--- src/rtl/mdu_pkg.sv ---
/*
 * Shared constants for the divide unit and its register-bus master:
 * register addresses, status bit positions, reset values and step counts.
 * Assumes an 8-bit register bus with byte-wide, single-cycle accesses.
 */
package mdu_pkg;

    localparam logic [7:0] ADDR_OPERAND_BYTE0 = 8'hF9;
    localparam logic [7:0] ADDR_OPERAND_BYTE1 = 8'hFA;
    localparam logic [7:0] ADDR_OPERAND_BYTE2 = 8'hFB;
    localparam logic [7:0] ADDR_OPERAND_BYTE3 = 8'hFC;
    localparam logic [7:0] ADDR_OPERAND_BYTE4 = 8'hFD;
    localparam logic [7:0] ADDR_OPERAND_BYTE5 = 8'hFE;
    localparam logic [7:0] ADDR_ARITH_CONTROL = 8'hFF;

    localparam int         SEQ_ERR_BIT        = 7;
    localparam int         OVF_BIT            = 6;

    localparam logic [7:0] OPERAND_RESET      = 8'h00;
    localparam logic [7:0] UNMAPPED_READ      = 8'h00;

    localparam logic [5:0] DIV_STEPS          = 6'h20;
    localparam logic [2:0] STEP_DIVISOR_LO    = 3'h4;
    localparam logic [2:0] STEP_DIVISOR_HI    = 3'h5;
    localparam logic [2:0] STEP_CONTROL       = 3'h6;

endpackage : mdu_pkg

--- src/rtl/mdu_if.sv ---
/*
 * Register bus between the CPU-side master and the divide unit.
 * Assumes one clock; the master drives address, strobes and write data,
 * the unit answers with registered read data and a busy level.
 */
`timescale 1ns/1ps
`default_nettype none

interface mdu_if;
    logic [7:0] sfr_addr;
    logic       sfr_wr;
    logic       sfr_rd;
    logic [7:0] sfr_wdata;
    logic [7:0] sfr_rdata;
    logic       sfr_rvalid;
    logic       busy;

    modport dev (
        input  sfr_addr,
        input  sfr_wr,
        input  sfr_rd,
        input  sfr_wdata,
        output sfr_rdata,
        output sfr_rvalid,
        output busy
    );

    modport host (
        output sfr_addr,
        output sfr_wr,
        output sfr_rd,
        output sfr_wdata,
        input  sfr_rdata,
        input  sfr_rvalid,
        input  busy
    );
endinterface : mdu_if

`default_nettype wire

--- src/rtl/mdu_divider_dev.sv ---
/*
 * Divide unit: six operand byte registers whose access order selects a
 * 32/16 or 16/16 unsigned division, a sequence tracker and a status byte.
 * Assumes a single master issuing at most one access of each kind a cycle.
 */
// Notes on behaviour
// - Load, execute, then read back, in order.
// - Software keeps the exact access order.
// - Byte 0 write restarts and arms error.
// - Divisor high byte write starts division.
// - Dividend bytes written into 0..3 ascending.
// - Short form uses bytes 0 and 1 only.
// - Divisor low then high into 4, 5.
// - Quotient in bytes 0..3, read ascending.
// - Remainder low byte sits in byte 4.
// - Final read closes the operation.
// - Bytes 1..5 read/write, reset to zero.
// - Remainder high in byte 5, then status.
// - Error flag on bad write, cleared on completion.
// - Overflow flag on zero divisor.
`timescale 1ns/1ps
`default_nettype none

module mdu_divider_dev
    import mdu_pkg::*;
(
    input wire logic core_clk,
    input wire logic sys_rst,
    mdu_if.dev       bus
);

    typedef enum logic [3:0] {
        S_IDLE, S_W1, S_W2, S_W3, S_W4, S_W5, S_CALC,
        S_R0, S_R1, S_R2, S_R3, S_R4, S_R5
    } mdu_seq_t;

    mdu_seq_t    st_q;
    logic        wide_q;
    logic        err_q;
    logic        ovf_q;
    logic [7:0]  md_q [6];
    logic        busy_q;
    logic [5:0]  cnt_q;
    logic [31:0] quo_q;
    logic [15:0] rem_q;
    logic [15:0] dvs_q;

    logic        wr_md;
    logic        rd_md;
    logic [2:0]  widx;
    logic        start;
    logic        fin;
    logic [16:0] trial;
    logic [16:0] diff;
    logic [31:0] step_quo;
    logic [15:0] step_rem;
    logic [47:0] step_res;
    logic        err_set;
    logic        err_clr;

    assign widx  = 3'(bus.sfr_addr - ADDR_OPERAND_BYTE0);
    assign wr_md = bus.sfr_wr && bus.sfr_addr >= ADDR_OPERAND_BYTE0
                   && bus.sfr_addr <= ADDR_OPERAND_BYTE5;
    assign rd_md = bus.sfr_rd && bus.sfr_addr >= ADDR_OPERAND_BYTE0
                   && bus.sfr_addr <= ADDR_OPERAND_BYTE5;

    assign start = st_q == S_W5 && wr_md && widx == STEP_DIVISOR_HI;
    assign fin   = busy_q && cnt_q == 6'h01 && !wr_md;

    assign trial    = {rem_q, quo_q[31]};
    assign diff     = trial - {1'b0, dvs_q};
    assign step_quo = {quo_q[30:0], !diff[16]};
    assign step_rem = diff[16] ? trial[15:0] : diff[15:0];
    assign step_res = {step_rem, step_quo};

    // Any operand write while an operation is open breaks it, except the
    // expected next byte; a byte 0 write restarts and is also a break.
    always_comb begin
        err_set = 1'b0;
        if (wr_md && st_q != S_IDLE) begin
            case (st_q)
                S_W1:    err_set = widx != 3'h1;
                S_W2:    err_set = widx != 3'h2 && widx != STEP_DIVISOR_LO;
                S_W3:    err_set = widx != 3'h3;
                S_W4:    err_set = widx != STEP_DIVISOR_LO;
                S_W5:    err_set = widx != STEP_DIVISOR_HI;
                default: err_set = 1'b1;
            endcase
        end
    end

    assign err_clr = st_q == S_R5 && rd_md && widx == STEP_DIVISOR_HI;

    always_ff @(posedge core_clk or posedge sys_rst) begin
        if (sys_rst) begin
            st_q   <= S_IDLE;
            wide_q <= 1'b0;
        end else if (wr_md && widx == 3'h0) begin
            st_q <= S_W1;
        end else if (err_set) begin
            st_q <= S_IDLE;
        end else if (wr_md) begin
            case (st_q)
                S_W1: st_q <= S_W2;
                S_W2: begin
                    wide_q <= widx == 3'h2;
                    st_q   <= widx == 3'h2 ? S_W3 : S_W5;
                end
                S_W3:    st_q <= S_W4;
                S_W4:    st_q <= S_W5;
                S_W5:    st_q <= S_CALC;
                default: st_q <= st_q;
            endcase
        end else if (st_q == S_CALC && fin) begin
            st_q <= S_R0;
        end else if (rd_md) begin
            case (st_q)
                S_R0: st_q <= widx == 3'h0 ? S_R1 : st_q;
                S_R1: begin
                    if (widx == 3'h1) begin
                        st_q <= wide_q ? S_R2 : S_R4;
                    end
                end
                S_R2: st_q <= widx == 3'h2 ? S_R3 : st_q;
                S_R3: st_q <= widx == 3'h3 ? S_R4 : st_q;
                S_R4: st_q <= widx == STEP_DIVISOR_LO ? S_R5 : st_q;
                S_R5: st_q <= widx == STEP_DIVISOR_HI ? S_IDLE : st_q;
                default: st_q <= st_q;
            endcase
        end
    end

    always_ff @(posedge core_clk or posedge sys_rst) begin
        if (sys_rst) begin
            err_q <= 1'b0;
        end else begin
            err_q <= (err_q && !err_clr) || err_set;
        end
    end

    always_ff @(posedge core_clk or posedge sys_rst) begin
        if (sys_rst) begin
            busy_q <= 1'b0;
            cnt_q  <= 6'h00;
            quo_q  <= 32'h0000_0000;
            rem_q  <= 16'h0000;
            dvs_q  <= 16'h0000;
            ovf_q  <= 1'b0;
        end else if (start) begin
            busy_q <= 1'b1;
            cnt_q  <= DIV_STEPS;
            rem_q  <= 16'h0000;
            dvs_q  <= {bus.sfr_wdata, md_q[4]};
            // short dividend from bytes 0, 1
            quo_q  <= wide_q ? {md_q[3], md_q[2], md_q[1], md_q[0]}
                             : {16'h0000, md_q[1], md_q[0]};
            ovf_q  <= {bus.sfr_wdata, md_q[4]} == 16'h0000;
        end else if (busy_q && wr_md) begin
            busy_q <= 1'b0;
        end else if (busy_q) begin
            quo_q  <= step_quo;
            rem_q  <= step_rem;
            cnt_q  <= cnt_q - 6'h01;
            busy_q <= cnt_q != 6'h01;
        end
    end

    genvar gi;
    generate
        for (gi = 0; gi < 6; gi++) begin : g_md
            always_ff @(posedge core_clk or posedge sys_rst) begin
                if (sys_rst) begin
                    md_q[gi] <= OPERAND_RESET;
                end else if (wr_md && widx == 3'(gi)) begin
                    // divisor bytes land in 4, 5
                    md_q[gi] <= bus.sfr_wdata;
                end else if (fin) begin
                    md_q[gi] <= step_res[gi*8 +: 8];
                end
            end
        end
    endgenerate

    always_ff @(posedge core_clk or posedge sys_rst) begin
        if (sys_rst) begin
            bus.sfr_rdata  <= UNMAPPED_READ;
            bus.sfr_rvalid <= 1'b0;
        end else begin
            bus.sfr_rvalid <= bus.sfr_rd;
            if (rd_md) begin
                bus.sfr_rdata <= md_q[widx];
            end else if (bus.sfr_addr == ADDR_ARITH_CONTROL) begin
                bus.sfr_rdata <= UNMAPPED_READ;
                bus.sfr_rdata[SEQ_ERR_BIT] <= err_q;
                bus.sfr_rdata[OVF_BIT]     <= ovf_q;
            end else begin
                bus.sfr_rdata <= UNMAPPED_READ;
            end
        end
    end

    assign bus.busy = busy_q;

endmodule : mdu_divider_dev

`default_nettype wire

--- src/flat_wrapper.sv ---
// flat-port wrapper written by rule: the top's interface ports become plain ports
module mdu_divider_dev_flat import mdu_pkg::*;
  (core_clk, sys_rst, bus_sfr_addr, bus_sfr_wr, bus_sfr_rd, bus_sfr_wdata, bus_sfr_rdata, bus_sfr_rvalid, bus_busy);
  mdu_if bus_i ();
  input wire logic core_clk;
  input wire logic sys_rst;
  input wire logic [$bits(bus_i.sfr_addr)-1:0] bus_sfr_addr;
  input wire logic [$bits(bus_i.sfr_wr)-1:0] bus_sfr_wr;
  input wire logic [$bits(bus_i.sfr_rd)-1:0] bus_sfr_rd;
  input wire logic [$bits(bus_i.sfr_wdata)-1:0] bus_sfr_wdata;
  output wire logic [$bits(bus_i.sfr_rdata)-1:0] bus_sfr_rdata;
  output wire logic [$bits(bus_i.sfr_rvalid)-1:0] bus_sfr_rvalid;
  output wire logic [$bits(bus_i.busy)-1:0] bus_busy;
  assign bus_i.sfr_addr = bus_sfr_addr;
  assign bus_i.sfr_wr = bus_sfr_wr;
  assign bus_i.sfr_rd = bus_sfr_rd;
  assign bus_i.sfr_wdata = bus_sfr_wdata;
  assign bus_sfr_rdata = bus_i.sfr_rdata;
  assign bus_sfr_rvalid = bus_i.sfr_rvalid;
  assign bus_busy = bus_i.busy;
  mdu_divider_dev u_core (.core_clk(core_clk), .sys_rst(sys_rst), .bus(bus_i));
endmodule
--- config.mk ---
export PLATFORM = sky130hd
export DESIGN_NAME = mdu_divider_dev_flat
export DESIGN_NICKNAME = d
export VERILOG_FILES = /design/src/rtl/mdu_pkg.sv /design/src/rtl/mdu_if.sv /design/src/rtl/mdu_divider_dev.sv /design/src/flat_wrapper.sv
export SDC_FILE = /design/constraint.sdc
export NUM_CORES = 1
export LEC_CHECK = 0
export ABC_CLOCK_PERIOD_IN_PS = 3750
export BUFFER_PORTS_ARGS = -buffer_cell sky130_fd_sc_hd__buf_2
export CORE_MARGIN = 5
export CORE_UTILIZATION = 56
export DETAILED_ROUTE_END_ITERATION = 8
export GPL_ROUTABILITY_DRIVEN = 0
export MAX_ROUTING_LAYER = met4
export PLACE_DENSITY = 0.73
export SLEW_MARGIN = 10
export SYNTH_ARGS = -nofsm -noshare
export SYNTH_HDL_FRONTEND = slang
export SYNTH_SLANG_ARGS = --single-unit
export TNS_END_PERCENT = 20
--- constraint.sdc ---
create_clock -name core_clk -period 3.75 [get_ports core_clk]
set_input_delay 0.375 -clock core_clk [delete_from_list [all_inputs] [get_ports core_clk]]
set_output_delay 0.375 -clock core_clk [all_outputs]
set_load 0.005 [all_outputs]
After elaboration in Yosys (flattened, before gate mapping)
Cells that the tools add are included.
{"block": "totals", "ff_bits": 135, "output_inout_bits": 10, "wordCells": 147}
{"block": "op_classes", "add_sub_neg": 3, "magnitude_cmp": 3, "n_eq_ne": 33, "mux": 48, "bitwise": 3, "n_reduce_logical": 40}
{"op": "$mux W32", "count": 4}
{"op": "$mux W8", "count": 16}
{"op": "$mux W16", "count": 4}
{"op": "$mux W4", "count": 11}
{"op": "$ne A6 B1 Y1 const B", "count": 6}
{"op": "$bmux W8 S3", "count": 1}
{"op": "$pmux W4 S6", "count": 1}
{"op": "$logic_and A1 B1 Y1", "count": 21}
{"op": "$eq A4 B4 Y1 const B", "count": 5}
{"op": "$pmux W4 S5", "count": 1}
{"op": "$mux W6", "count": 3}
{"op": "$sub A17 B16 Y17", "count": 1}
{"op": "$eq A4 B3 Y1 const B", "count": 4}
{"op": "$logic_not A16 Y1", "count": 1}
{"op": "$reduce_bool A2 Y1", "count": 7}
{"op": "$reduce_bool A10 Y1", "count": 1}
{"op": "$reduce_and A9 Y1", "count": 1}
{"op": "$eq A4 B2 Y1 const B", "count": 2}
{"op": "$eq A8 B8 Y1 const B", "count": 1}
{"op": "$ge A8 B8 Y1 const B", "count": 1}
{"op": "$le A8 B8 Y1 const B", "count": 1}
{"op": "$ne A8 B8 Y1 const B", "count": 1}
{"op": "$eq A3 B2 Y1 const B", "count": 2}
{"op": "$eq A3 B3 Y1 const B", "count": 2}
{"op": "other kinds (24)", "count": 32}

Depth between registers and ports, before layout
Gate-level depths: netlist of the first run.
{"block": "logic_depth", "depth_word": 10, "depth_mapped": 13}

Least setup slack after synthesis of the first run
Ideal clock, no wire load.
{"block": "synth_timing", "path_kind": "input -> register", "start": "input port bus_sfr_addr[0]", "end": "register u_core.st_q[0]", "setup_time_ps": 125, "t_arrival_ps": 3072, "required_ps": 3625, "path_slack_ps": 553, "path_stages": 12, "cell_sequence": "clkbuf_1 -> buf_1 -> inv_1 -> ha_1 -> ha_1 -> clkbuf_1 -> nand3_1 -> o21ai_0 -> a21oi_1 -> a211oi_1 -> o311a_1 -> mux2_2"}
{"block": "synth_between", "elab_chain_len": 10, "elab_cells_between_ends": 40}
{"item": "from (decl)", "line": "flat_wrapper.sv:7", "rtl": "input wire logic [$bits(bus_i.sfr_addr)-1:0] bus_sfr_addr;"}
{"item": "parallel branches: the longest is 10 deep, another holds $sub A3 B1 Y3"}
{"item": "to (signal assigned)", "line": "mdu_divider_dev.sv:107", "rtl": "st_q <= widx == 3'h2 ? S_W3 : S_W5;"}
{"item": "to (signal assigned)", "line": "mdu_divider_dev.sv:112", "rtl": "default: st_q <= st_q;"}
{"item": "to (signal assigned)", "line": "mdu_divider_dev.sv:118", "rtl": "S_R0: st_q <= widx == 3'h0 ? S_R1 : st_q;"}
{"item": "to (decl)", "line": "mdu_divider_dev.sv:37", "rtl": "mdu_seq_t st_q;"}
Parallel ways; which one is timed is not known.
A chain may end at the register's enable or synchronous reset.

Final worst setup path of the first run
{"block": "layout_timing", "start": "register u_core.quo_q[31]", "end": "register u_core.rem_q[0]"}
{"block": "layout_between", "elab_chain_len": 5}
{"item": "from (decl)", "line": "mdu_divider_dev.sv:44", "rtl": "logic [31:0] quo_q;"}
{"item": "from (signal assigned)", "line": "mdu_divider_dev.sv:155", "rtl": "quo_q <= wide_q ? {md_q[3], md_q[2], md_q[1], md_q[0]}"}
{"item": "from (signal assigned)", "line": "mdu_divider_dev.sv:161", "rtl": "quo_q <= step_quo;"}
{"item": "$sub A17 B16 Y17", "line": "mdu_divider_dev.sv:71", "rtl": "assign diff = trial - {1'b0, dvs_q};"}
{"item": "$mux W16 (*)", "line": "mdu_divider_dev.sv:73", "rtl": "assign step_rem = diff[16] ? trial[15:0] : diff[15:0];"}
{"item": "$mux W16 (*)", "line": "mdu_divider_dev.sv:160", "rtl": "end else if (busy_q) begin"}
{"item": "$mux W16 (*)", "line": "mdu_divider_dev.sv:158", "rtl": "end else if (busy_q && wr_md) begin"}
{"item": "$mux W16 (*)", "line": "mdu_divider_dev.sv:149", "rtl": "end else if (start) begin"}
{"item": "to (signal assigned)", "line": "mdu_divider_dev.sv:162", "rtl": "rem_q <= step_rem;"}
{"item": "to (decl)", "line": "mdu_divider_dev.sv:45", "rtl": "logic [15:0] rem_q;"}
Every way passes the cells marked *; elsewhere a longest branch is shown, timed or not. The select of a mux whose other input is x is not followed.

==> results.json, run 1 <==
{
  "sequential_cell_area_mm2": 0.003378,
  "worstHoldStart": "bus_sfr_rd",
  "synth_edf_count": 0,
  "number_of_remaining_drc_errors": 0,
  "synthDominantCellAreaShare_pct": 44.61,
  "area_growth_pct": 11.55,
  "crit-reg2reg-launch": "u_core.quo_q[31]",
  "grt.met3_usage_pct": 5.591,
  "run_status": "completed",
  "hold_viol": 0,
  "cts_tree": "done",
  "category_of_the_worst_setup_path_capture_point": "flop",
  "drtPass1Iterations": 7,
  "placement.io_buffers": 29,
  "groute.layer.met1.usage_pct": 35.46,
  "hold-path-cell-count": 1,
  "synth_commonest_cells": "151 x sky130_fd_sc_hd__nand2_1, 135 x sky130_fd_sc_hd__dfrtp_1, 58 x sky130_fd_sc_hd__nor2_1",
  "first_global_vias": 6553,
  "cts_sinks": 135,
  "grt_most_used_layer": "met2",
  "postSynthCellCount": 832,
  "reg2reg_depth": 10,
  "post-synth-top-area-cell": "sky130_fd_sc_hd__dfrtp_1",
  "yosys.cell_count.top_type": "sky130_fd_sc_hd__nand2_1",
  "fp.dieW_um": 126.3,
  "timing.critical_path.fanout_max": 16,
  "yosys_warnings": 0,
  "dieHeight_um": 126.3,
  "post_synthesis_cell_area_mm2": 0.007574,
  "fin_ws_ps": 564.2,
  "relSlewSlack_pct": 40.77,
  "yosys_most_used_dff": "sky130_fd_sc_hd__dfrtp_1",
  "use_met2_pct": 42.82,
  "postCtsSetupBuffers": 0,
  "pre_cts_slack_ps": 519.3,
  "worst_ep_arrival_time_ps": 3530,
  "antenna_found_initial": 0,
  "grt_remaining_overflow": 0,
  "synth_async_sr_flop_share_pct": 100.0,
  "design.die.area_mm2": 0.01595,
  "multi_input_comb_area_mm2": 0.003827,
  "cts.repair.resized": 0,
  "yosysSeqAreaShare_pct": 44.61,
  "n_antenna_cell": 0,
  "pwr_cell_area_mw_per_mm2": 407.6,
  "fin_tns_setup_ps": 0,
  "total_leakage_power_nw": 3.939,
  "detailedRoute.firstIterationViolations": 712,
  "coreArea_mm2": 0.01324,
  "core.rowCount": 42,
  "final.period_utilization_pct": 84.96,
  "fillers": 1110,
  "drive_gt1_share_pct": 12.93,
  "synth.area.top_cells": "sky130_fd_sc_hd__dfrtp_1 45%, sky130_fd_sc_hd__nand2_1 7.5%, sky130_fd_sc_hd__a22oi_1 4.6%",
  "detailedPlacementHpwl_mm": 14.06,
  "via_total_after_detailed_routing": 6683,
  "wl_mm": 20.78,
  "largest_net_degree_at_the_start_of_global_routing": 98,
  "reg2reg_setup_slack_ps": 560,
  "ctsHoldBuffers": 0,
  "drt-wirelength-per-cell_um": 20.23,
  "tightestPinTransition_ps": 886.6,
  "vias_per_std_cell": 6.507,
  "clock_slew_at_the_register_clock_pins_of_the_worst_setup_and_hold_paths_ps": 60,
  "fmax_mhz": 313.9,
  "max-cap-violations": 0,
  "syn-num-nets": 877,
  "slew_viol_final": 0,
  "finalWorstPathRequiredPeriod_ps": 3186,
  "setup_violations": 0,
  "min_delay_worst_endpoint": "u_core.bus.sfr_rvalid",
  "track_usage_pct": 27.39,
  "cts_buffer_depth": 2,
  "timing.critical_path.from_type": "flop",
  "io-pin-count": 30,
  "rsz0062_at_grt": "false",
  "fin_nets": 883,
  "drtAntennaViolNets": 0,
  "ys_seq_elements": 135,
  "max-vdd-ir-drop_uv": 403.9,
  "yosysUniqueCellTypes": 67,
  "avgSynthCellArea_um2": 9.103,
  "final.setup_skew_ps": 6.300,
  "cts_root_buffer": "sky130_fd_sc_hd__clkbuf_16",
  "wire_length_of_the_first_global_routing_pass_mm": 34.08,
  "worst_hold_path_type": "input port to flop",
  "crit_required_ps": 4090,
  "number_of_cts_inserted_buffers": 17,
  "worstReg2RegEnd": "u_core.rem_q[0]",
  "timing.hold.ws_ps": 73.36,
  "floorplan.initialDensity_pct": 57.19,
  "clkLatencyLatePin_ps": 420,
  "cts-htree-levels": 4,
  "crit_path_category": "flop to flop"
}
-- state kept, by name, summed over array words and instances (netlist names), 4 cells and up --
register / count
u_core.bus.sfr_rdata: 8
u_core.st_q: 4
u_core.quo_q: 32
u_core.md_q: 48
u_core.dvs_q: 16
u_core.cnt_q: 6
u_core.rem_q: 16
-- kinds of logic (layout without fill, tap and decap cells) --
| kind of cell | count (synthesis) | in the layout | synth area share, % |
|---|---|---|---|
| AOI/OAI and AO/OA | 217 | 217 | 18.77 |
| buffers and inverters | 88 | 107 | 4.940 |
| and+or+nand+nor | 312 | 312 | 18.60 |
| muxes | 37 | 37 | 6.426 |
| DFF | 135 | 135 | 44.61 |
| adders and majority gates | 25 | 25 | 4.229 |
| xor gates and xnor gates | 18 | 18 | 2.429 |
-- critical path, stage by stage (launching register included) --
cell and delay [ps]:
sky130_fd_sc_hd__dfrtp_1 340, sky130_fd_sc_hd__inv_1 70, sky130_fd_sc_hd__ha_1 220, sky130_fd_sc_hd__fa_1 420, sky130_fd_sc_hd__nand2b_1 190, sky130_fd_sc_hd__a211o_1 290, sky130_fd_sc_hd__and3_4 210, sky130_fd_sc_hd__o21ai_4 230
sky130_fd_sc_hd__xor2_4 540, sky130_fd_sc_hd__mux2_2 420, sky130_fd_sc_hd__o21ai_0 160
-- report_power, final --
group	total, W	internal [W]	switching (W)
clock network	0.00175	0.00113	0.000619
registers	0.00152	0.00149	0.0000319
logic	0.000174	0.0000644	0.000110
total	0.00344	0.00268	0.000760
-- layout make-up --
class                   instances  area share (%)
multi-input cells             609           45.31
flip-flops and latches        135           39.99
clock buffers                  24           5.939
repair buffers                 44           3.347
well taps                     176           2.607
inverters                      31           1.422
clock inverters                 8           1.392
-- placed cells by master, fill, tap and decap left out, drive strengths merged, types with 3 or more instances in the layout --
| master | count |
|---|---|
| o211ai | 8 |
| o31ai | 4 |
| o22ai | 12 |
| mux2i | 16 |
| a31oi | 30 |
| a41oi | 3 |
| and3 | 4 |
| nand3 | 42 |
| nor2b | 6 |
| a22oi | 46 |
| a211o | 3 |
| a21oi | 23 |
| clkbuf | 24 |
| nor2 | 60 |
| nor4 | 9 |
| mux2 | 13 |
| xnor2 | 9 |
| inv | 30 |
| nor3b | 3 |
| a32oi | 8 |
| and2 | 4 |
| nand2b | 6 |
| clkinv | 4 |
| o21ai | 59 |
| nand2 | 152 |
| nor3 | 9 |
| mux4 | 8 |
| ha | 24 |
| a21o | 5 |
| or3 | 4 |
| xor2 | 9 |
| dfrtp | 135 |
| nand4 | 6 |
| bufinv | 3 |
| buf | 44 |
-- worst max path at each step --
stage	from	to	slack (ps)
CTS	u_core.quo_q[31]	u_core.md_q[8]	560
floorplan	bus_sfr_addr[0]	u_core.st_q[0]	550
finish	u_core.quo_q[31]	u_core.rem_q[0]	560
global placement	u_core.quo_q[31]	u_core.rem_q[0]	660
detailed placement	bus_sfr_addr[0]	u_core.st_q[1]	520
global route	u_core.quo_q[31]	u_core.rem_q[0]	370
-- through the flow --
stage	cells	util [%]	total power [W]	instance area, um2
after floorplan	832	-	0.001656	7577
final	1027	63.79	0.003444	8448
after detailed placement	995	59.12	0.001719	7829
after global routing	1027	63.79	0.003535	8448
after global placement	995	59.12	0.001711	7829
after CTS	1027	63.79	0.003455	8448
-- layer usage --
layer,share of wire (%),up-vias
li1,-,2994
met1,41,3286
met2,48,344
met3,8.6,59
met4,2.8,0
met5,0,-
Power figures use the tool's default switching activity.
==> inputs of run 2 (changes only) <==
--- a/config.mk
+++ b/config.mk
@@ -5,7 +5,7 @@
 export SDC_FILE = /design/constraint.sdc
 export NUM_CORES = 1
 export LEC_CHECK = 0
-export ABC_CLOCK_PERIOD_IN_PS = 3750
+export ABC_CLOCK_PERIOD_IN_PS = 2800
 export BUFFER_PORTS_ARGS = -buffer_cell sky130_fd_sc_hd__buf_2
 export CORE_MARGIN = 5
 export CORE_UTILIZATION = 56
==> constraint.sdc (replaced) <==
create_clock -name core_clk -period 2.8 [get_ports core_clk]
set_input_delay 0.28 -clock core_clk [delete_from_list [all_inputs] [get_ports core_clk]]
set_output_delay 0.28 -clock core_clk [all_outputs]
set_load 0.005 [all_outputs]
==> run 2 against run 1 <==
Clock skew is 1.3 ps higher. Clock power rose by 27%. Critical path depth did not move. Global-route usage grew 0.66 points. Worst hold slack better by 170 ps. Combinational power is 42% higher. Critical endpoint is now u_core.rem_q[10]. Highest routed layer unchanged.
==> results.json, run 2 (synthesis gave the netlist of run 1 again) <==
{
  "run_status": "completed",
  "wl_mm": 21.51,
  "slew_viol_final": 0,
  "via_total_after_detailed_routing": 6746,
  "reg_top3": "u_core.md_q x48, u_core.quo_q x32",
  "largest_net_degree_at_the_start_of_global_routing": 54,
  "placement.io_buffers": 29,
  "drt-wirelength-per-cell_um": 20.55,
  "drive_gt1_share_pct": 16.65,
  "crit_path_category": "flop to flop",
  "hold_viol": 0,
  "crit_required_ps": 3110,
  "most-common-layout-cells": "150 x sky130_fd_sc_hd__nand2_1, 135 x sky130_fd_sc_hd__dfrtp_1, 58 x sky130_fd_sc_hd__nor2_1",
  "design.die.area_mm2": 0.01595,
  "relSlewSlack_pct": 59.11,
  "first_global_vias": 6690,
  "cts_buffer_depth": 2,
  "core.rowCount": 42,
  "postPlaceCellArea_mm2": 0.007966,
  "worst_ep_arrival_time_ps": 3090,
  "sequential_cell_area_mm2": 0.003378,
  "reg2reg_setup_slack_ps": 10,
  "final.period_utilization_pct": 99.53,
  "pwr_cell_area_mw_per_mm2": 515.4,
  "fillers": 1075,
  "largest_register_ffs": 48,
  "final.setup_skew_ps": 7.575,
  "track_usage_pct": 28.05,
  "multi_input_comb_area_mm2": 0.003936,
  "cts_root_buffer": "sky130_fd_sc_hd__clkbuf_16",
  "drtPass1Iterations": 5,
  "rsz0062_at_grt": "true",
  "clkLatencyLatePin_ps": 430,
  "finalWorstPathRequiredPeriod_ps": 2787,
  "finish.utilization_pct": 65.92,
  "cts_sinks": 135,
  "endpoint": "u_core.rem_q[10]",
  "category_of_the_worst_setup_path_capture_point": "flop",
  "tightestPinTransition_ps": 611.8,
  "max-vdd-ir-drop_uv": 484.5,
  "io-pin-count": 30,
  "sequence_of_cells_on_the_critical_path": "ha_4 -> fa_2 -> nand2b_4 -> a211o_1 -> and3_4 -> o21ai_4 -> xor2_4 -> buf_12 -> mux2i_2 -> o21ai_1",
  "area_growth_pct": 15.27,
  "fp.dieW_um": 126.3,
  "fin_nets": 904,
  "most_common_library_cell_in_the_layout_ignoring_fill_and_taps": "sky130_fd_sc_hd__nand2_1",
  "setup_violations": 0,
  "max-cap-violations": 0,
  "cts_tree": "done",
  "worst_hold_path_type": "input port to flop",
  "total_leakage_power_nw": 4.081,
  "crit-reg2reg-launch": "u_core.dvs_q[0]",
  "dp.cells": 1010,
  "critical-path-max-stage-delay_ps": 410,
  "final_area_mm2": 0.008730,
  "antenna_found_initial": 0,
  "vias_per_std_cell": 6.443,
  "n_antenna_cell": 0,
  "reg2reg_depth": 10,
  "number_of_cts_inserted_buffers": 17,
  "critical_path.startpoint": "u_core.dvs_q[0]",
  "grt_remaining_overflow": 0,
  "largest_register": "u_core.md_q",
  "dieHeight_um": 126.3,
  "clock_slew_at_the_register_clock_pins_of_the_worst_setup_and_hold_paths_ps": 60,
  "number_of_remaining_drc_errors": 0,
  "coreArea_mm2": 0.01324,
  "cts-htree-levels": 4,
  "detailedPlacementHpwl_mm": 14.48,
  "detailedRoute.firstIterationViolations": 705,
  "wire_length_of_the_first_global_routing_pass_mm": 34.66,
  "worstReg2RegEnd": "u_core.rem_q[10]",
  "timing.critical_path.fanout_max": 6,
  "cp_slowest_cell": "sky130_fd_sc_hd__dfrtp_1",
  "timing.critical_path.from_type": "flop",
  "floorplan.initialDensity_pct": 57.19,
  "layout.cells.non_filler": 1047,
  "drtAntennaViolNets": 0,
  "fmax_mhz": 358.8
}
run 2: layout make-up:
cell class	instances	area share, %
tap	176	2.523
clock buffer	22	5.547
clock inverter	9	1.132
inverter	31	1.376
multi-input combinational	609	45.09
sequential	135	38.70
timing repair buffer	65	5.633
run 2: report_power, final:
group | total (W) | switching [W] | internal (W)
Sequential | 0.00204 | 0.0000420 | 0.00199
Clock | 0.00222 | 0.000826 | 0.00139
Combinational | 0.000247 | 0.000151 | 0.0000958
run 2: worst min-delay path by stage:
stage,to,from,slack [ps],depth (start not counted)
after floorplan,u_core.bus.sfr_rvalid,bus_sfr_rd,310,0
after global placement,u_core.dvs_q[2],sys_rst,310,2
after detailed placement,u_core.cnt_q[1],sys_rst,320,2
after CTS,u_core.dvs_q[12],bus_sfr_wdata[4],230,3
after global routing,u_core.dvs_q[12],bus_sfr_wdata[4],240,3
final,u_core.dvs_q[12],bus_sfr_wdata[4],240,3
run 2: layer usage:
layer	part of all wire (%)	routed length (um)	GRT usage, %
met5	0	0	-
met4	2.9	626	13.06
met3	7.1	1519	4.792
met2	49	10500	44.07
met1	41	8870	35.78
run 2: repair_timing:
item	in CTS	in global routing
pin swaps	1	10
resized for setup	2	34
gates cloned	0	1
endpoints found under the setup margin	5	28
buffers inserted	0	3
hold endpoints to repair	16	0
hold buffers	2	0
run 2: critical path, delay by kind of cell (launching register included):
kind | cells | cell delay [ps]
flip-flops | 1 | 410
AO/OA/AOI/OAI | 3 | 620
adder cells (fa/ha/maj) | 2 | 550
multiplexers | 1 | 250
AND/OR/NAND/NOR | 2 | 350
buffers and inverters | 1 | 190
XOR/XNOR | 1 | 280
run 2: metrics by stage:
step,TNS (ps),total power (W),setup slack (ps),hold slack (ps)
floorplan,-6229,0.002217,-302.2,311.4
global placement,0,0.002302,86.00,310.4
detailed placement,0,0.002310,11.52,318.8
CTS,0,0.004508,9.862,234.8
global route,-1159,0.004638,-74.72,244.3
finish,0,0.004500,13.23,240.9
